`config.mk`:
```
export PLATFORM = sky130hd
export DESIGN_NAME = epi_top
export DESIGN_NICKNAME = d
export VERILOG_FILES = /design/src/pkg/epi_pkg.sv /design/src/logic/epi_top.sv
export VERILOG_INCLUDE_DIRS = /design/src /design/src/pkg
export SDC_FILE = /design/constraint.sdc
export NUM_CORES = 1
export LEC_CHECK = 0
export BUFFER_PORTS_ARGS = -buffer_cell sky130_fd_sc_hd__buf_2
export CAP_MARGIN = 15
export CORE_AREA = 2 2 107 109
export DETAILED_ROUTE_END_ITERATION = 7
export DIE_AREA = 0 0 109 111
export GPL_ROUTABILITY_DRIVEN = 1
export PLACE_DENSITY = 0.74
export SYNTH_ARGS = -nofsm -noshare
export SYNTH_HDL_FRONTEND = slang
export SYNTH_SLANG_ARGS = --single-unit
```
`constraint.sdc`:
```
create_clock -name mclk_i -period 4.3 [get_ports mclk_i]
set_input_delay 0.43 -clock mclk_i [delete_from_list [all_inputs] [get_ports mclk_i]]
set_output_delay 0.43 -clock mclk_i [all_outputs]
set_load 0.01 [all_outputs]
```
`src/pkg/epi_params.svh`:
```
`ifndef EPI_PARAMS_SVH
`define EPI_PARAMS_SVH
// ==========================================================
// register offsets
`define EPI_OFS_GRP_FLAGS 8'h1B
`define EPI_OFS_REQ_FLAGS 8'h1C
`define EPI_OFS_REQ_EN 8'h1D
`define EPI_OFS_GRP_EN 8'h68
`define EPI_OFS_SENSE 8'h69
`define EPI_OFS_MASK0 8'h6B
`define EPI_OFS_MASK1 8'h6C
`define EPI_OFS_MASK2 8'h6D
// ==========================================================
// reset values
`define EPI_RST_REG 8'h00
`define EPI_RST_STATE '0
// ==========================================================
// field positions and widths
`define EPI_SENSE_W 4
`define EPI_SENSE_FLD 2
`define EPI_REQ_W 2
`define EPI_GRP_W 3
`define EPI_VEC_W 5
`define EPI_VEC_GRP_LSB 2
`define EPI_MASK_W 8
`define EPI_MASK1_W 7
`define EPI_CHG_W 24
`define EPI_GRP1_LSB 8
`define EPI_GRP1_MSB 14
`define EPI_GRP2_LSB 16
// ==========================================================
// timing counts
`define EPI_PRIME_DONE 2'h3
`endif

```
`src/pkg/epi_pkg.sv`:
```
`include "epi_params.svh"
package epi_pkg;

  // ==========================================================
  // sense control encoding
  typedef enum logic [1:0] {
    EPI_LOW_LEVEL = 2'h0,
    EPI_ANY_CHANGE = 2'h1,
    EPI_FALL_EDGE = 2'h2,
    EPI_RISE_EDGE = 2'h3
  } epi_sense_e;

  // ==========================================================
  // register port request
  typedef struct packed {
    logic [7:0] addr;
    logic [7:0] wdata;
    logic wr;
    logic rd;
  } epi_bus_s;

  // ==========================================================
  // whole block state
  typedef struct packed {
    logic [1:0] req_meta;
    logic [1:0] req_sync;
    logic [1:0] req_prev;
    logic [23:0] chg_meta;
    logic [23:0] chg_sync;
    logic [23:0] chg_prev;
    logic [1:0] prime;
    logic [3:0] sense;
    logic [1:0] req_en;
    logic [1:0] req_flag;
    logic [2:0] grp_en;
    logic [2:0] grp_flag;
    logic [7:0] mask0;
    logic [6:0] mask1;
    logic [7:0] mask2;
    logic [7:0] rdata;
    logic [4:0] vec_req;
    logic irq;
    logic wake;
  } epi_state_s;

endpackage : epi_pkg

```
`src/logic/epi_top.sv`:
```
// Function
// pins interrupt even when driven as outputs
// three change groups 23..16, 14..8, 7..0
// per-group masks select contributing pins
// pin change detection independent of I/O clock
// sense fields: low, any, falling, rising
// level mode requests while pin held low
// edges recognised only while I/O clock runs
// low level detected without the I/O clock
// level removed early gives no interrupt
// sample pin, then detect edges
// source holds low level until instruction ends
// request needs enable bit and global flag
// each request pin has own vector
// edge sets flag; vector or one clears
// flag held clear in level mode
// unused bits read zero, writes ignored
// group needs enable bit and global flag
// change sets group flag; vector or one clears
// two-stage synchroniser then compare with previous
`include "epi_params.svh"
module epi_top
  import epi_pkg::*;
(
  // clock and reset
  input wire logic mclk_i,
  input wire logic rst_n_i,
  // register port
  input wire epi_bus_s bus_i,
  output logic [7:0] rdata_o,
  // external pins
  input wire logic request_pin_0_i,
  input wire logic request_pin_1_i,
  input wire logic [23:0] change_inputs_i,
  // cpu side
  input wire logic global_irq_en_i,
  input wire logic io_clk_run_i,
  input wire logic [4:0] vector_taken_i,
  output logic [4:0] vec_req_o,
  output logic irq_o,
  output logic wake_o
);

  // ==========================================================
  // state
  epi_state_s st;
  epi_state_s next_st;
  logic primed;
  logic [1:0] rise;
  logic [1:0] fall;
  logic [1:0] edge_hit;
  logic [1:0] level_low;
  logic [1:0] w1c_req;
  logic [2:0] w1c_grp;
  logic [2:0] grp_hit;
  logic [23:0] toggle;
  epi_sense_e mode [2];

  // ==========================================================
  // next state
  always_comb
  begin
    next_st = st;
    primed = (st.prime == `EPI_PRIME_DONE);
    w1c_req = '0;
    w1c_grp = '0;
    rise = '0;
    fall = '0;
    edge_hit = '0;
    level_low = '0;
    mode[0] = EPI_LOW_LEVEL;
    mode[1] = EPI_LOW_LEVEL;
    // pins are read whatever their port direction
    next_st.req_meta = {request_pin_1_i, request_pin_0_i};
    next_st.chg_meta = change_inputs_i;
    next_st.req_sync = st.req_meta;
    next_st.req_prev = st.req_sync;
    next_st.chg_sync = st.chg_meta;
    next_st.chg_prev = st.chg_sync;
    if (!primed)
    begin
      next_st.prime = 2'(st.prime + 2'h1);
    end
    // request pin sense decode
    for (int i = 0; i < `EPI_REQ_W; i++)
    begin
      mode[i] = epi_sense_e'(st.sense[i*`EPI_SENSE_FLD +: `EPI_SENSE_FLD]);
      rise[i] = st.req_sync[i] & ~st.req_prev[i];
      fall[i] = ~st.req_sync[i] & st.req_prev[i];
      case (mode[i])
        EPI_LOW_LEVEL:
        begin
          edge_hit[i] = 1'b0;
          level_low[i] = primed & ~st.req_sync[i];
        end
        EPI_ANY_CHANGE:
        begin
          edge_hit[i] = rise[i] | fall[i];
        end
        EPI_FALL_EDGE:
        begin
          edge_hit[i] = fall[i];
        end
        EPI_RISE_EDGE:
        begin
          edge_hit[i] = rise[i];
        end
        default:
        begin
          edge_hit[i] = 1'b0;
        end
      endcase
      edge_hit[i] = edge_hit[i] & primed & io_clk_run_i;
    end
    // pin change groups
    toggle = (st.chg_sync ^ st.chg_prev) & {`EPI_CHG_W{primed}};
    grp_hit[0] = |(toggle[`EPI_MASK_W-1:0] & st.mask0);
    grp_hit[1] = |(toggle[`EPI_GRP1_MSB:`EPI_GRP1_LSB] & st.mask1);
    grp_hit[2] = |(toggle[`EPI_CHG_W-1:`EPI_GRP2_LSB] & st.mask2);
    // register writes, reserved bits dropped
    if (bus_i.wr)
    begin
      case (bus_i.addr)
        `EPI_OFS_SENSE:
        begin
          next_st.sense = bus_i.wdata[`EPI_SENSE_W-1:0];
        end
        `EPI_OFS_REQ_EN:
        begin
          next_st.req_en = bus_i.wdata[`EPI_REQ_W-1:0];
        end
        `EPI_OFS_GRP_EN:
        begin
          next_st.grp_en = bus_i.wdata[`EPI_GRP_W-1:0];
        end
        `EPI_OFS_MASK0:
        begin
          next_st.mask0 = bus_i.wdata;
        end
        `EPI_OFS_MASK1:
        begin
          next_st.mask1 = bus_i.wdata[`EPI_MASK1_W-1:0];
        end
        `EPI_OFS_MASK2:
        begin
          next_st.mask2 = bus_i.wdata;
        end
        `EPI_OFS_REQ_FLAGS:
        begin
          w1c_req = bus_i.wdata[`EPI_REQ_W-1:0];
        end
        `EPI_OFS_GRP_FLAGS:
        begin
          w1c_grp = bus_i.wdata[`EPI_GRP_W-1:0];
        end
        default:
        begin
          w1c_req = '0;
        end
      endcase
    end
    // sticky flags, set wins over clear
    next_st.req_flag = (st.req_flag & ~w1c_req & ~vector_taken_i[`EPI_REQ_W-1:0])
      | edge_hit;
    for (int i = 0; i < `EPI_REQ_W; i++)
    begin
      if (mode[i] == EPI_LOW_LEVEL)
      begin
        next_st.req_flag[i] = 1'b0;
      end
    end
    next_st.grp_flag = (st.grp_flag & ~w1c_grp
      & ~vector_taken_i[`EPI_VEC_W-1:`EPI_VEC_GRP_LSB]) | grp_hit;
    // register reads, data one cycle later
    next_st.rdata = `EPI_RST_REG;
    if (bus_i.rd)
    begin
      case (bus_i.addr)
        `EPI_OFS_SENSE:
        begin
          next_st.rdata = {4'h0, st.sense};
        end
        `EPI_OFS_REQ_EN:
        begin
          next_st.rdata = {6'h00, st.req_en};
        end
        `EPI_OFS_GRP_EN:
        begin
          next_st.rdata = {5'h00, st.grp_en};
        end
        `EPI_OFS_MASK0:
        begin
          next_st.rdata = st.mask0;
        end
        `EPI_OFS_MASK1:
        begin
          next_st.rdata = {1'h0, st.mask1};
        end
        `EPI_OFS_MASK2:
        begin
          next_st.rdata = st.mask2;
        end
        `EPI_OFS_REQ_FLAGS:
        begin
          next_st.rdata = {6'h00, st.req_flag};
        end
        `EPI_OFS_GRP_FLAGS:
        begin
          next_st.rdata = {5'h00, st.grp_flag};
        end
        default:
        begin
          next_st.rdata = `EPI_RST_REG;
        end
      endcase
    end
    // one dedicated request line per vector
    next_st.vec_req[`EPI_REQ_W-1:0] = {`EPI_REQ_W{global_irq_en_i}} & st.req_en
      & (level_low | next_st.req_flag);
    next_st.vec_req[`EPI_VEC_W-1:`EPI_VEC_GRP_LSB] = {`EPI_GRP_W{global_irq_en_i}}
      & st.grp_en & next_st.grp_flag;
    next_st.irq = |next_st.vec_req;
    // wake does not depend on the I/O clock
    next_st.wake = |(st.req_en & level_low) | |(st.grp_en & next_st.grp_flag);
  end

  // ==========================================================
  // state register
  always_ff @(posedge mclk_i)
  begin
    if (!rst_n_i)
    begin
      st <= `EPI_RST_STATE;
    end
    else
    begin
      st <= next_st;
    end
  end

  // ==========================================================
  // outputs
  assign rdata_o = st.rdata;
  assign vec_req_o = st.vec_req;
  assign irq_o = st.irq;
  assign wake_o = st.wake;
endmodule : epi_top

```
==> results.toml <==
[run_status]
status = "finished clean"

[floorplan]
coreArea_sq_mm = 0.0111
die_w_um = 109
die_height_um = 111
dieArea_sq_mm = 0.0121
rows = 39
io_pins = 68
start_util = 0.438

[cts]
clock-sinks = 129
h-tree-depth = 4
clk_latency_ps = 410
numCtsBuffers = 17
cts_root_buf = "clkbuf_16"
cts.hold.buffers_added = 0
path_clk_slew_ps = 60
clock_path_buffers = 2
cts_resized = 0
cts_tree = "yes"
postCtsSetupBuffers = 0

[detailed_routing]
first_iter_violations = 402
num_vias = 3590
routed_via_density = 5.22
drc = 0
routed_wl_um = 10100
firstDrtPassIters = 8
ant_nets = 0
wl_per_cell_um = 14.8

[yosys]
postSynthRegisterBits = 129
syn_nets = 540
synth_warnings = 0
synth_flop_cell = "dfxtp_1"
synth_cell_type_count = 48
syn_inst = 482
synthesis.area_sq_mm = 0.00486
async_flop_share = 0
synth_largest_area_cell = "dfxtp_1"
synth-edff-count = 0
yosysSeqAreaShare = 0.532
ys_top_cells_by_area = "dfxtp_1 (53%), and2_1 (9.8%), xor2_1 (4.3%)"
netlist.area_leader.share = 0.532
avgSynthCellArea_sq_um = 10.1

[sta]
max-slew-margin-rel = 0.370
fmax_mhz = 495
rsz0062_at_grt = "false"
setup_slack_ps = 2280
worst_pin_slew_ps = 941
hold_viol = 0
fin_skew_ps = 7.29
fin_crit_ps = 2020
holdWs_ps = 220
drv_slew = 0
final.setup.tns_ps = 0
period_share = 0.470
setup_viol = 0

[finish]
fin_nets = 590
diodes = 0
drive_gt1_frac = 0.200
area_growth_pct = 18.8
final_util = 0.521
fin_area_sq_mm = 0.00577
fin_cells = 688

[global_route]
overflow = 0
grt_first_pass_wirelength_um = 16600
grt_max_degree = 79
grt.total_usage = 0.177
grt_pass1_vias = 3457
antenna_found_initial = 0

[critical_path]
worst_ep_arrival_time_ps = 2300
critPathKind = "input port to flip-flop"
endpoint_kind = "flip-flop"
cp-start-kind = "input port"
rr_worst_depth = 6
cp_max_fo = 14
cp.required_ps = 4580

[place]
dp_cells = 656
placed_area_sq_mm = 0.00517
dp_slack_ps = 1940
hpwlAfterDp_um = 6920
routabilityCongestion = 0.863
port_buffers = 66

[power_and_ir_drop]
leakagePower_nw = 2.46
power_density_mw_per_mm2 = 483
p_total_mw = 2.79
ir_drop_v = 0.000477

[flow_run]
drv_cap = 0

[worst_hold_path]
hold_depth = 2
worstHoldPathType = "input port to flip-flop"
layer usage:
| metal | share of wire | vias up | track usage |
|---|---|---|---|
| met5 | 0 | - | 0 |
| met4 | 0.016 | 0 | 0.0556 |
| met3 | 0.081 | 18 | 0.0541 |
| met2 | 0.48 | 152 | 0.289 |
| met1 | 0.42 | 1657 | 0.223 |
| li1 | - | 1763 | - |
report_power, final:
group,switching (mW),internal (mW),leakage [nW]
Combinational,0.0629,0.0501,1.12
Clock,0.562,0.871,0.289
Sequential,0.0141,1.23,1.05
worst paths after layout:
path | start | slack, ps | end
min reg2reg | next_st[85] | 430 | next_st[61]
min | change_inputs_i[5] | 220 | next_st[83]
max reg2reg | st[52] | 2380 | irq_o
max | bus_i[17] | 2280 | st[15]
final cells by class:
class	instances	area, sq um
fill	971	5310
sequential	129	2580
multi-input combinational	309	2040
clock buffer	17	425
timing repair buffer	67	338
tap	143	179
clock inverter	15	173
inverter	8	30.0
cell usage after synthesis (2+ instances only):
| master | n |
|---|---|
| dfxtp_1 | 129 |
| and2_1 | 76 |
| nand2_1 | 30 |
| nor2_1 | 30 |
| nand3_1 | 29 |
| a21oi_1 | 26 |
| xor2_1 | 24 |
| clkbuf_1 | 17 |
| a22oi_1 | 15 |
| buf_4 | 15 |
| mux2i_1 | 13 |
| a222oi_1 | 8 |
| inv_1 | 7 |
| a32oi_1 | 6 |
| ha_1 | 5 |
| nand2b_1 | 5 |
| a31oi_1 | 4 |
| and3_1 | 4 |
| a32oi_2 | 3 |
| buf_2 | 3 |
| a41o_1 | 2 |
| a41oi_1 | 2 |
| nand4_1 | 2 |
| nor2b_1 | 2 |
| nor3_1 | 2 |
flip-flops by register name, indices dropped and copies added (netlist names):
name / flops
rdata_o: 8
st: 60
irq_o: 1
next_st: 50
mode: 4
wake_o: 1
vec_req_o: 5
placed cells by master (no fill, tap or decap), types with 3 or more instances in the layout:
cell / n
a21oi_1: 26
a222oi_1: 8
a22oi_1: 15
a31oi_1: 4
a32oi_1: 6
a32oi_2: 3
and2_1: 76
and3_1: 4
buf_2: 66
clkbuf_16: 17
clkinv_4: 3
dfxtp_1: 129
ha_1: 5
inv_1: 7
inv_6: 5
mux2i_1: 13
nand2_1: 30
nand2b_1: 5
nand3_1: 29
nor2_1: 30
xor2_1: 24
worst max-delay path: stages:
cell,delay [ps]
buf_2,130
nand4bb_1,260
nor2_1,770
nand2_1,430
mux2i_1,240
nor2_1,50
logic make-up (layout without fill, tap and decap cells):
group	count (synthesis)	count (layout)	synth area share
mux	13	13	0.0268
flops	129	129	0.532
buf+inv	44	107	0.0479
simple gates	193	193	0.225
compound gates	74	74	0.113
fa+ha+maj	5	5	0.0129
xor+xnor	24	24	0.0433
No activity file was read; power rests on OpenSTA's default activity.
